<file path="src/include/crdb_consts.vh">
`ifndef CRDB_CONSTS_VH
`define CRDB_CONSTS_VH
`define CRDB_OP_RDATA 8'h12
`define CRDB_PFX_REG_READ_CMD 3'h1
`define CRDB_PFX_REG_WRITE_CMD 3'h2
`define CRDB_PFX_CNT 3'h0
`define CRDB_CRC_POLY 8'h07
`define CRDB_SRC_IDLE 2'h0
`define CRDB_SRC_DATA 2'h1
`define CRDB_SRC_REG 2'h2
`define CRDB_DEC_CMD 2'h0
`define CRDB_DEC_RCNT 2'h1
`define CRDB_DEC_WCNT 2'h2
`define CRDB_DEC_WDAT 2'h3
`endif

</file>
<file path="src/logic/crdb_top.v">
`timescale 1ns/10ps
`default_nettype none
`include "crdb_consts.vh"
module crdb_top #(
	parameter RW = 24
) (
	// clock, reset, enable
	input wire clock,
	input wire rst_n,
	input wire ce,
	// serial pins
	input wire sclk,
	input wire cs_n,
	input wire din,
	output wire serial_out_ready_n,
	output wire serial_out_oe_n,
	output wire result_ready_n,
	// conversion results
	input wire conv_valid,
	output wire conv_ready,
	input wire [RW-1:0] conv_data,
	// mode and field options
	input wire direct_mode,
	input wire continuous_mode,
	input wire status_en,
	input wire crc_en,
	input wire [7:0] status_byte,
	// register file access
	output wire [4:0] reg_rd_addr,
	input wire [7:0] reg_rd_data,
	output wire reg_wr_stb,
	output wire [4:0] reg_wr_addr,
	output wire [7:0] reg_wr_data,
	output wire filter_restart
);
	////////////////////////////////////////////////////////////////////
	// helper functions

	// check byte over the three result bytes
	function [7:0] crc8;
		input [23:0] d;
		integer i;
		reg [7:0] c;
		begin
			c = 8'h00;
			for (i = 23; i >= 0; i = i - 1)
			begin
				if (c[7] ^ d[i])
					c = {c[6:0], 1'b0} ^ `CRDB_CRC_POLY;
				else
					c = {c[6:0], 1'b0};
			end
			crc8 = c;
		end
	endfunction

	// pick field byte by index
	function [7:0] fbyte;
		input [23:0] d;
		input [7:0] st;
		input st_on;
		input [2:0] idx;
		reg [2:0] k;
		begin
			k = idx - {2'h0, st_on};
			if (st_on && idx == 3'h0)
				fbyte = st;
			else if (k == 3'h0)
				fbyte = d[23:16];
			else if (k == 3'h1)
				fbyte = d[15:8];
			else if (k == 3'h2)
				fbyte = d[7:0];
			else
				fbyte = crc8(d);
		end
	endfunction

	// settings whose change restarts a conversion in continuous mode
	function conv_reg;
		input [4:0] a;
		begin
			conv_reg = (a >= 5'h02 && a <= 5'h07) || (a == 5'h09);
		end
	endfunction

	////////////////////////////////////////////////////////////////////
	// pin synchronisers

	reg [2:0] sclk_q;
	reg [1:0] cs_q;
	reg [1:0] din_q;
	wire sclk_rise = sclk_q[1] && !sclk_q[2];
	wire sclk_fall = !sclk_q[1] && sclk_q[2];
	wire sel = !cs_q[1];

	// two flops before use; third sclk stage only for edge finding
	always @(posedge clock or negedge rst_n)
	begin
		if (!rst_n)
		begin
			sclk_q <= 3'h0;
			cs_q <= 2'h3;
			din_q <= 2'h0;
		end
		else if (ce)
		begin
			sclk_q <= {sclk_q[1:0], sclk};
			cs_q <= {cs_q[0], cs_n};
			din_q <= {din_q[0], din};
		end
	end

	////////////////////////////////////////////////////////////////////
	// result buffer

	wire buf_valid;
	wire [RW-1:0] buf_data;
	reg [1:0] src_q;
	reg [2:0] tx_bit_q;
	wire buf_take;

	// loading waits for a byte boundary and for register reads to end
	assign buf_take = (src_q != `CRDB_SRC_REG) && (tx_bit_q == 3'h0);

	crdb_buf #(
		.W(RW)
	) u_buf (
		.clock(clock),
		.rst_n(rst_n),
		.ce(ce),
		.in_valid(conv_valid),
		.in_ready(conv_ready),
		.in_data(conv_data),
		.out_valid(buf_valid),
		.out_ready(buf_take),
		.out_data(buf_data)
	);

	wire new_res = buf_valid && buf_take;

	////////////////////////////////////////////////////////////////////
	// state

	reg [23:0] hold_q;
	reg [23:0] snap_q;
	reg [2:0] tx_byte_q;
	reg read_lock_q;
	reg out_bit_q;
	reg oe_n_q;
	reg ready_n_q;
	reg [7:0] rx_q;
	reg [2:0] rx_bit_q;
	reg [1:0] dec_q;
	reg [4:0] addr_q;
	reg [4:0] cnt_q;
	reg [4:0] rd_addr_q;
	reg [4:0] rd_cnt_q;
	reg wr_stb_q;
	reg [4:0] wr_addr_q;
	reg [7:0] wr_data_q;
	reg restart_q;

	wire [2:0] last_idx = 3'h2 + {2'h0, status_en} + {2'h0, crc_en};
	wire [7:0] rx_byte = {rx_q[6:0], din_q[1]};
	wire rx_done = sclk_fall && sel && (rx_bit_q == 3'h7);
	wire [7:0] tx_byte = (src_q == `CRDB_SRC_REG) ? reg_rd_data :
		fbyte(snap_q, status_byte, status_en, tx_byte_q);
	wire cmd_blocked = read_lock_q || (src_q == `CRDB_SRC_REG);

	assign serial_out_ready_n = out_bit_q;
	assign serial_out_oe_n = oe_n_q;
	assign result_ready_n = ready_n_q;
	assign reg_rd_addr = rd_addr_q;
	assign reg_wr_stb = wr_stb_q;
	assign reg_wr_addr = wr_addr_q;
	assign reg_wr_data = wr_data_q;
	assign filter_restart = restart_q;

	////////////////////////////////////////////////////////////////////
	// receive side and command decoding

	always @(posedge clock or negedge rst_n)
	begin
		if (!rst_n)
		begin
			rx_q <= 8'h00;
			rx_bit_q <= 3'h0;
			dec_q <= `CRDB_DEC_CMD;
			addr_q <= 5'h00;
			cnt_q <= 5'h00;
			wr_stb_q <= 1'b0;
			wr_addr_q <= 5'h00;
			wr_data_q <= 8'h00;
			restart_q <= 1'b0;
		end
		else if (ce)
		begin
			wr_stb_q <= 1'b0;
			restart_q <= 1'b0;
			if (!sel)
			begin
				// deselect drops any half-received command
				rx_bit_q <= 3'h0;
				dec_q <= `CRDB_DEC_CMD;
			end
			else if (sclk_fall)
			begin
				rx_q <= rx_byte;
				rx_bit_q <= rx_bit_q + 3'h1;
				if (rx_done)
				begin
					case (dec_q)
					`CRDB_DEC_CMD:
					begin
						if (!cmd_blocked)
						begin
							if (rx_byte[7:5] == `CRDB_PFX_REG_READ_CMD)
							begin
								addr_q <= rx_byte[4:0];
								dec_q <= `CRDB_DEC_RCNT;
							end
							else if (rx_byte[7:5] == `CRDB_PFX_REG_WRITE_CMD)
							begin
								addr_q <= rx_byte[4:0];
								dec_q <= `CRDB_DEC_WCNT;
							end
						end
					end
					`CRDB_DEC_RCNT:
					begin
						cnt_q <= rx_byte[4:0];
						dec_q <= `CRDB_DEC_CMD;
					end
					`CRDB_DEC_WCNT:
					begin
						cnt_q <= rx_byte[4:0];
						dec_q <= `CRDB_DEC_WDAT;
					end
					`CRDB_DEC_WDAT:
					begin
						wr_stb_q <= 1'b1;
						wr_addr_q <= addr_q;
						wr_data_q <= rx_byte;
						restart_q <= continuous_mode && conv_reg(addr_q);
						addr_q <= addr_q + 5'h01;
						cnt_q <= cnt_q - 5'h01;
						if (cnt_q == 5'h00)
							dec_q <= `CRDB_DEC_CMD;
					end
					default:
						dec_q <= `CRDB_DEC_CMD;
					endcase
				end
			end
		end
	end

	////////////////////////////////////////////////////////////////////
	// transmit side, holding register and ready flags

	wire cmd_rdata = rx_done && (dec_q == `CRDB_DEC_CMD) && !cmd_blocked &&
		(rx_byte == `CRDB_OP_RDATA);
	wire cmd_rreg2 = rx_done && (dec_q == `CRDB_DEC_RCNT) &&
		(rx_byte[7:5] == `CRDB_PFX_CNT);

	always @(posedge clock or negedge rst_n)
	begin
		if (!rst_n)
		begin
			hold_q <= 24'h000000;
			snap_q <= 24'h000000;
			src_q <= `CRDB_SRC_IDLE;
			tx_bit_q <= 3'h0;
			tx_byte_q <= 3'h0;
			read_lock_q <= 1'b0;
			out_bit_q <= 1'b1;
			oe_n_q <= 1'b1;
			ready_n_q <= 1'b1;
			rd_addr_q <= 5'h00;
			rd_cnt_q <= 5'h00;
		end
		else if (ce)
		begin
			oe_n_q <= !sel;
			if (new_res)
			begin
				hold_q <= buf_data[23:0];
				ready_n_q <= 1'b0;
				if (!read_lock_q)
				begin
					out_bit_q <= 1'b0;
					if (direct_mode)
					begin
						snap_q <= buf_data[23:0];
						src_q <= `CRDB_SRC_DATA;
						tx_byte_q <= 3'h0;
					end
				end
			end
			else if (!sel)
			begin
				tx_bit_q <= 3'h0;
				tx_byte_q <= 3'h0;
				read_lock_q <= 1'b0;
				src_q <= direct_mode ? `CRDB_SRC_DATA : `CRDB_SRC_IDLE;
			end
			else if (cmd_rdata)
			begin
				snap_q <= hold_q;
				src_q <= `CRDB_SRC_DATA;
				tx_byte_q <= 3'h0;
				read_lock_q <= 1'b1;
			end
			else if (cmd_rreg2)
			begin
				src_q <= `CRDB_SRC_REG;
				rd_addr_q <= addr_q;
				rd_cnt_q <= rx_byte[4:0];
			end
			else if (sclk_fall && src_q == `CRDB_SRC_DATA)
			begin
				// ready high on first falling edge
				ready_n_q <= 1'b1;
			end
			else if (sclk_rise && src_q != `CRDB_SRC_IDLE)
			begin
				// MSB first from first rising edge
				out_bit_q <= tx_byte[3'h7 - tx_bit_q];
				tx_bit_q <= tx_bit_q + 3'h1;
				if (tx_bit_q == 3'h7)
				begin
					if (src_q == `CRDB_SRC_REG)
					begin
						rd_addr_q <= rd_addr_q + 5'h01;
						rd_cnt_q <= rd_cnt_q - 5'h01;
						if (rd_cnt_q == 5'h00)
							src_q <= `CRDB_SRC_IDLE;
					end
					else if (tx_byte_q == last_idx)
					begin
						tx_byte_q <= 3'h0;
						read_lock_q <= 1'b0;
					end
					else
						tx_byte_q <= tx_byte_q + 3'h1;
				end
			end
		end
	end

endmodule
`default_nettype wire

</file>
<file path="src/logic/crdb_buf.v">
`timescale 1ns/10ps
`default_nettype none
module crdb_buf #(
	parameter W = 24
) (
	// clock and reset
	input wire clock,
	input wire rst_n,
	input wire ce,
	// fill side
	input wire in_valid,
	output wire in_ready,
	input wire [W-1:0] in_data,
	// drain side
	output wire out_valid,
	input wire out_ready,
	output wire [W-1:0] out_data
);
	reg [W-1:0] mem_q [0:1];
	reg wr_q;
	reg rd_q;
	reg [1:0] cnt_q;
	wire push;
	wire pop;

	assign in_ready = (cnt_q != 2'h2);
	assign out_valid = (cnt_q != 2'h0);
	assign out_data = mem_q[rd_q];
	assign push = in_valid && in_ready;
	assign pop = out_valid && out_ready;

	// two slots so a stalled drain side loses no word
	always @(posedge clock or negedge rst_n)
	begin
		if (!rst_n)
		begin
			wr_q <= 1'b0;
			rd_q <= 1'b0;
			cnt_q <= 2'h0;
		end
		else if (ce)
		begin
			if (push)
				wr_q <= ~wr_q;
			if (pop)
				rd_q <= ~rd_q;
			if (push && !pop)
				cnt_q <= cnt_q + 2'h1;
			else if (pop && !push)
				cnt_q <= cnt_q - 2'h1;
		end
	end

	// storage carries no reset, only data
	always @(posedge clock)
	begin
		if (ce && push)
			mem_q[wr_q] <= in_data;
	end
endmodule
`default_nettype wire

</file>
<file path="config.mk">
export PLATFORM = sky130hd
export DESIGN_NAME = crdb_top
export DESIGN_NICKNAME = d
export VERILOG_FILES = /design/src/logic/crdb_top.v /design/src/logic/crdb_buf.v
export VERILOG_INCLUDE_DIRS = /design/src /design/src/include
export SDC_FILE = /design/constraint.sdc
export NUM_CORES = 1
export LEC_CHECK = 0
export BUFFER_PORTS_ARGS = -buffer_cell sky130_fd_sc_hd__buf_2
export CAP_MARGIN = 20
export CORE_UTILIZATION = 50
export DETAILED_ROUTE_END_ITERATION = 7
export PLACE_DENSITY = 0.69
export SYNTH_ARGS = -nofsm -noshare
export SYNTH_HDL_FRONTEND = slang
export SYNTH_SLANG_ARGS = --single-unit
</file>
<file path="constraint.sdc">
create_clock -name clock -period 3.6 [get_ports clock]
set_clock_uncertainty 0.2 [all_clocks]
set_input_delay 0 -clock clock [delete_from_list [all_inputs] [get_ports clock]]
set_output_delay 0 -clock clock [all_outputs]
set_load 0.01 [all_outputs]
</file>
# Word-level counts from Yosys, hierarchy flattened
# Memories as Yosys holds them, arrays and structs flattened.
# Index checks and enable logic that the tools add are counted.
[classes]
n_lt_le_gt_ge = 3
bitwise = 51
mux = 213
addsub = 13
eq_ne = 38
n_reduce_logical = 76
[op_table]
columns = ["operator", "n"]
rows = [
  ["2-to-1 mux 8 bit", 97],
  ["2-to-1 mux 3 bit", 42],
  ["2-to-1 mux 24 bit", 5],
  ["inverter 3 bit", 23],
  ["2-to-1 mux 5 bit", 13],
  ["2-to-1 mux 2 bit", 20],
  ["2-to-1 mux 1 bit", 32],
  ["AND reduction 8 bit", 4],
  ["nonzero test 2 bit", 14],
  ["bitwise XOR 1 bit", 23],
  ["logical AND 1 bit", 20],
  ["one-hot mux 5 bit (2 select lines)", 2],
  ["AND reduction 5 bit", 4],
  ["nonzero test 5 bit", 4],
  ["!= test 2 bit, second input constant", 9],
  ["!= test 3 bit, second input constant", 6],
  ["AND reduction 7 bit", 2],
  ["logical NOT 3 bit", 4],
  ["!= test 4 x 3 -> 1 bit, second input constant", 3],
  ["AND reduction 6 bit", 2],
  ["adder 5 x 1 -> 5 bit, second input constant", 2],
  ["logical NOT 5 bit", 2],
  ["subtractor 5 x 1 -> 5 bit, second input constant", 2],
  ["adder 3 x 1 -> 3 bit, second input constant", 3],
  ["other kinds (31)", 56],
]
[word_totals]
n_memories = 1
input_bits = 51
mem_bits_rw = 48
output_inout_bits = 24
wordCells = 421
ff_bits = 118
[mem_list]
columns = ["memory", "depth", "word_bits", "read_ports", "rd_ports_with_merged_regs", "write_ports", "line_no", "rtl"]
rows = [
  ["u_buf.mem_q", 2, 24, 1, 0, 1, "crdb_buf.v:19", "reg [W-1:0] mem_q [0:1];"],
]

# Logic depth before layout (Yosys ltp)
[depth]
depth_word = 153
mapped_depth = 12
depth_no_buf = 11

# Hierarchy
# Synthesis repeated with hierarchy kept, for this count alone.
[unflattened]
cells_unflattened = 743
hier_area_um2 = 8698.3
[by_module_without_submodules]
columns = ["mod", "area_per_inst_um2", "cells_each", "seq_area_each_um2", "n_inst"]
rows = [
  ["crdb_top", 6646.4, 647, 2859.0, 1],
  ["crdb_buf", 2052.0, 96, 1541.5, 1],
]

# Worst setup path before layout
# OpenSTA, ideal clock, no wires.
[synth_timing]
path_type = "register -> register"
startpoint = "reg snap_q[23]"
endpoint = "reg out_bit_q (netlist: serial_out_ready_n)"
stages_incl_launch_ff = 9
setup_ns = 0.086
t_arrival_ns = 2.510
period_less_slack_ns = 2.796
path_buffers = 0
slack_ns = 0.804
path_cell_list = "dfrtp_1 xnor3_2 xor3_2 xnor3_2 and3_1 a2111o_1 o21ai_1 a221oi_1 o31ai_2"
[synth_between]
elab_chain_len = 122
word_cells_on_any_way = 156
[synth_rtl]
columns = ["item", "line_no", "rtl"]
rows = [
  ["start: declaration", "crdb_top.v:146", "reg [23:0] snap_q;"],
  ["start signal: assignment", "crdb_top.v:295", "snap_q <= buf_data[23:0];"],
  ["start signal: assignment", "crdb_top.v:310", "snap_q <= hold_q;"],
  ["2-to-1 mux 3 bit", "crdb_top.v:48", "if (c[7] ^ d[i])"],
  ["2-to-1 mux 8 bit", "crdb_top.v:72", "else if (k == 3'h2)"],
  ["2-to-1 mux 8 bit", "crdb_top.v:70", "else if (k == 3'h1)"],
  ["2-to-1 mux 8 bit", "crdb_top.v:68", "else if (k == 3'h0)"],
  ["2-to-1 mux 8 bit", "crdb_top.v:66", "if (st_on && idx == 3'h0)"],
  ["inverter 3 bit (no line) / 2-to-1 mux 8 bit (equally long branches)", "n/a", ""],
  ["2-to-1 mux 3 bit / 2-to-1 mux 8 bit (equally long branches)", "crdb_top.v:48, crdb_top.v:70", ""],
  ["2-to-1 mux 8 bit (on tied branches)", "crdb_top.v:72, crdb_top.v:68", ""],
  ["[... 106 more ...]", "n/a", ""],
  ["binary-select mux 1 bit (select 3 bit) (*)", "crdb_top.v:329", "out_bit_q <= tx_byte[3'h7 - tx_bit_q];"],
  ["2-to-1 mux 1 bit (not written as such) (*)", "crdb_top.v:329", ""],
  ["2-to-1 mux 1 bit (*)", "crdb_top.v:326", "else if (sclk_rise && src_q != `CRDB_SRC_IDLE)"],
  ["2-to-1 mux 1 bit (*)", "crdb_top.v:321", "else if (sclk_fall && src_q == `CRDB_SRC_DATA)"],
  ["2-to-1 mux 1 bit (*)", "crdb_top.v:315", "else if (cmd_rreg2)"],
  ["2-to-1 mux 1 bit (*)", "crdb_top.v:308", "else if (cmd_rdata)"],
  ["2-to-1 mux 1 bit (*)", "crdb_top.v:301", "else if (!sel)"],
  ["2-to-1 mux 1 bit (*)", "crdb_top.v:286", "if (new_res)"],
  ["end signal: assignment", "crdb_top.v:329", ""],
  ["end: declaration", "crdb_top.v:149", "reg out_bit_q;"],
]
# Every way passes the cells marked *; elsewhere a longest branch is shown, timed or not. The select of a mux whose other input is x is not followed.
# A chain may end at the register's enable or synchronous reset.

# Worst setup path in the final report
[layout_timing]
startpoint = "reg rx_bit_q[0]"
endpoint = "reg rd_cnt_q[2]"
[layout_between]
elab_chain_len = 7
word_cells_on_any_way = 14
[layout_rtl]
columns = ["item", "line_no", "rtl"]
rows = [
  ["start: declaration", "crdb_top.v:153", "reg [2:0] rx_bit_q;"],
  ["start signal: assignment", "crdb_top.v:210", "rx_bit_q <= rx_bit_q + 3'h1;"],
  ["equality test 3 bit (*)", "crdb_top.v:166", "wire rx_done = sclk_fall && sel && (rx_bit_q == 3'h7);"],
  ["logical AND 1 bit (*)", "crdb_top.v:166", ""],
  ["parallel branches: the longest is 5 deep, another holds AND reduction 8 bit", "n/a", ""],
  ["end signal: assignment", "crdb_top.v:319", "rd_cnt_q <= rx_byte[4:0];"],
  ["end signal: assignment", "crdb_top.v:336", "rd_cnt_q <= rd_cnt_q - 5'h01;"],
  ["end: declaration", "crdb_top.v:158", "reg [4:0] rd_cnt_q;"],
]
# Mark *: on every way between the ends.

==> metrics.txt <==
CTS Buf Count 17; largest net degree at the start of global routing 62; Placer Congestion 0.916; area leader, netlist dfrtp_1; Net Count, Synth 860; CP delay by family, top simple AND/OR/NAND/NOR gates; Die H 132 um; clock tree buffer depth 2; slew of the pin with the lowest slew margin 0.765 ns; Sum Neg Setup Slack 0 ns; Cell Area, Placed 9000 um^2; post-route worst setup slack 0.454 ns; area grow syn2layout 18.3%; setup bufs post-CTS 0; Fmax achieved 318 MHz; Max Cap Violations 0; maximum VDD drop 766 uV; Core Footprint 16500 um^2; worst path bufs/invs 0; drt first pass iters 5; post-synth top area share 33.5%; part of the cycle the worst path needs 87.4%; clk sink count 166; number of top-level pins 75; clock-pin slew on the worst setup and hold paths 0.07 ns; Post-route DRC 0; WP depth 9; crit-path max cell delay 0.56 ns; sequential fraction of the synthesis area 52.1%; r2r startpoint rx_bit_q[0]; initial antenna violation count 0; Antenna Nets Post-Route 0; WL/cell 17.1 um; Worst Setup EP rd_cnt_q[2]; Vias 6262; Congestion Overflow GR 0; All-Layer GR Usage 23.3%; Place WS 0.505 ns; Post-synth EDFFs 48; Worst Path Required 3.68 ns; Post-synth ARST share 71.1%; CP max stage cell or3_1; clk root buf clkbuf_16; Vias/cell 5.57; failing checks negative hold slack; worst-path cell chain ha_1 -> ha_1 -> nand3b_1 -> or4_1 -> or3_1 -> a21oi_1 -> nand2_1 -> o21ai_0 -> o21ai_0; cells on worst reg2reg path 9; Pwr per Cell Area 983 nW/um^2; most frequent cell after synthesis dfrtp_1; synthesized area 8440 um^2; Hold Vio Cnt, Final 2; post-synth cell types 70; Max FO, Critical Path 22; static leakage 4.42 nW; Post-Route WL 19.2 mm; Initial Util 51.1%; synth warn 0; fin area 9990 um^2; Clk Latency, worst-skew pair 0.43 ns; post-synthesis register bit count 166; Slew Viols, Final 0; synth cell count leaders 113 x dfrtp_1, 101 x nand2_1, 94 x o21ai_0; die width 132 um; count of final setup violators 0; FP Rows 47; DIE AREA 17400 um^2; crit end category flop; Worst EP arrival 3.23 ns; largest cells by area after synthesis dfrtp_1 33%, edfxtp_1 17%, o21ai_0 5.6%; r2r setup slk 0.45 ns; H-tree depth 4; max_slew headroom 49.0%; Avg Synthesized Cell Area 10.7 um^2; top_reg_cell synth dfrtp_1; CP Class reg -> reg; Worst Hold Class in -> async; vias in the first global route 6228; # diodes 0; IO Port Bufs 74; final hold slack -0.00467 ns; outcome finished with violations; nets@finish 962; initial drt markers 451; DP Cell Count 1053; first-pass GRT wire length 31.8 mm; crit path from rx_bit_q[0]; Syn Inst Count 790; Non-Filler Instances 1125; startpoint types flop; CTS tree yes; Post-DP HPWL 13.4 mm; reg2reg end rd_cnt_q[2]; Period minus WS final 3.15 ns; share of cells above drive strength 1 18.0%; RSZ-0062 raised after global routing false; Fill cells 1336
## layout by cell type (no fill, tap or decap), drive strengths merged, types with 18 or more instances in the layout
cell	synthesis	routed
dfrtp	113	113
o21ai	113	113
nand2	101	101
buf	5	84
edfxtp	48	48
dlygate4sd3	0	40
nor2	40	40
a21oi	33	33
inv	24	32
mux2i	31	31
xnor2	31	31
mux2	26	26
nor3	20	20
ha	19	19
clkbuf	36	18
## repair_timing
action	in CTS	in global routing
endpoints found under the hold margin	124	0
gates resized for setup	0	0
hold buffers	40	0
## layer usage
| metal | up-vias | global-route usage [%] | wire [um] |
|---|---|---|---|
| li1 | 3041 | - | - |
| met1 | 3033 | 33.6 | 9410 |
| met2 | 163 | 35.5 | 8730 |
| met3 | 25 | 4.34 | 805 |
| met4 | 0 | 8.14 | 265 |
| met5 | - | 0 | 0 |
## kinds of logic after synthesis
| family | after synthesis | synth area share [%] |
|---|---|---|
| and+or+nand+nor | 231 | 13.0 |
| AOI/OAI and AO/OA | 201 | 13.9 |
| DFF | 166 | 52.1 |
| buffers and inverters | 65 | 3.23 |
| muxes | 57 | 7.14 |
| xor gates and xnor gates | 51 | 7.77 |
| adders and majority gates | 19 | 2.82 |
## state kept, by name, indices dropped and copies added (netlist names), 3 cells and up
signal / flops
addr_q: 5
cnt_q: 5
reg_wr_data: 8
reg_wr_addr: 5
hold_q: 24
snap_q: 24
tx_bit_q: 3
u_buf.mem_q: 48
sclk_q: 3
rd_cnt_q: 5
tx_byte_q: 3
reg_rd_addr: 5
rx_bit_q: 3
rx_q: 7
## how the worst min path moves through the flow
stage / to / slack [ns] / cells after the start
6_report: rx_q[3] / -0.005 / 2
5_1_grt: reg_wr_data[1] / 0.06 / 2
4_1_cts: din_q[0] / 0.0009 / 2
3_5_place_dp: reg_wr_data[2] / -0.08 / 1
3_3_place_gp: cnt_q[0] / -0.09 / 1
2_1_floorplan: addr_q[0] / -0.50 / 0
## stage by stage
stage	hold slack (ns)	utilization, %	power, mW
after floorplan	-0.496	-	6.90
after global placement	-0.0924	54.5	8.00
after detailed placement	-0.0831	54.5	8.03
after CTS	0.000913	60.5	9.89
after global routing	0.0620	60.5	10.5
final	-0.00467	60.5	9.82
## worst register-to-register path, stage by stage, from the launching register on
cell and delay (ns):
dfrtp_1 0.36, ha_1 0.15, ha_1 0.14, nand3b_1 0.11
or4_1 0.48, or3_1 0.56, a21oi_1 0.21, nand2_1 0.37
o21ai_0 0.29, o21ai_0 0.12
## final cells by class
type,instances,area [um^2],area share (%)
sequential,166,4400,44.0
multi-input combinational,559,3770,37.8
timing repair buffer,124,861,8.62
clock buffer,18,439,4.40
tap,220,275,2.75
clock inverter,14,154,1.54
inverter,24,90.1,0.902
## power breakdown
group,internal [mW],switching (mW),total (mW)
Sequential,2.41,0.489,2.90
Combinational,2.49,2.65,5.14
Clock,0.947,0.834,1.78
No activity file was read; power rests on OpenSTA's default activity.
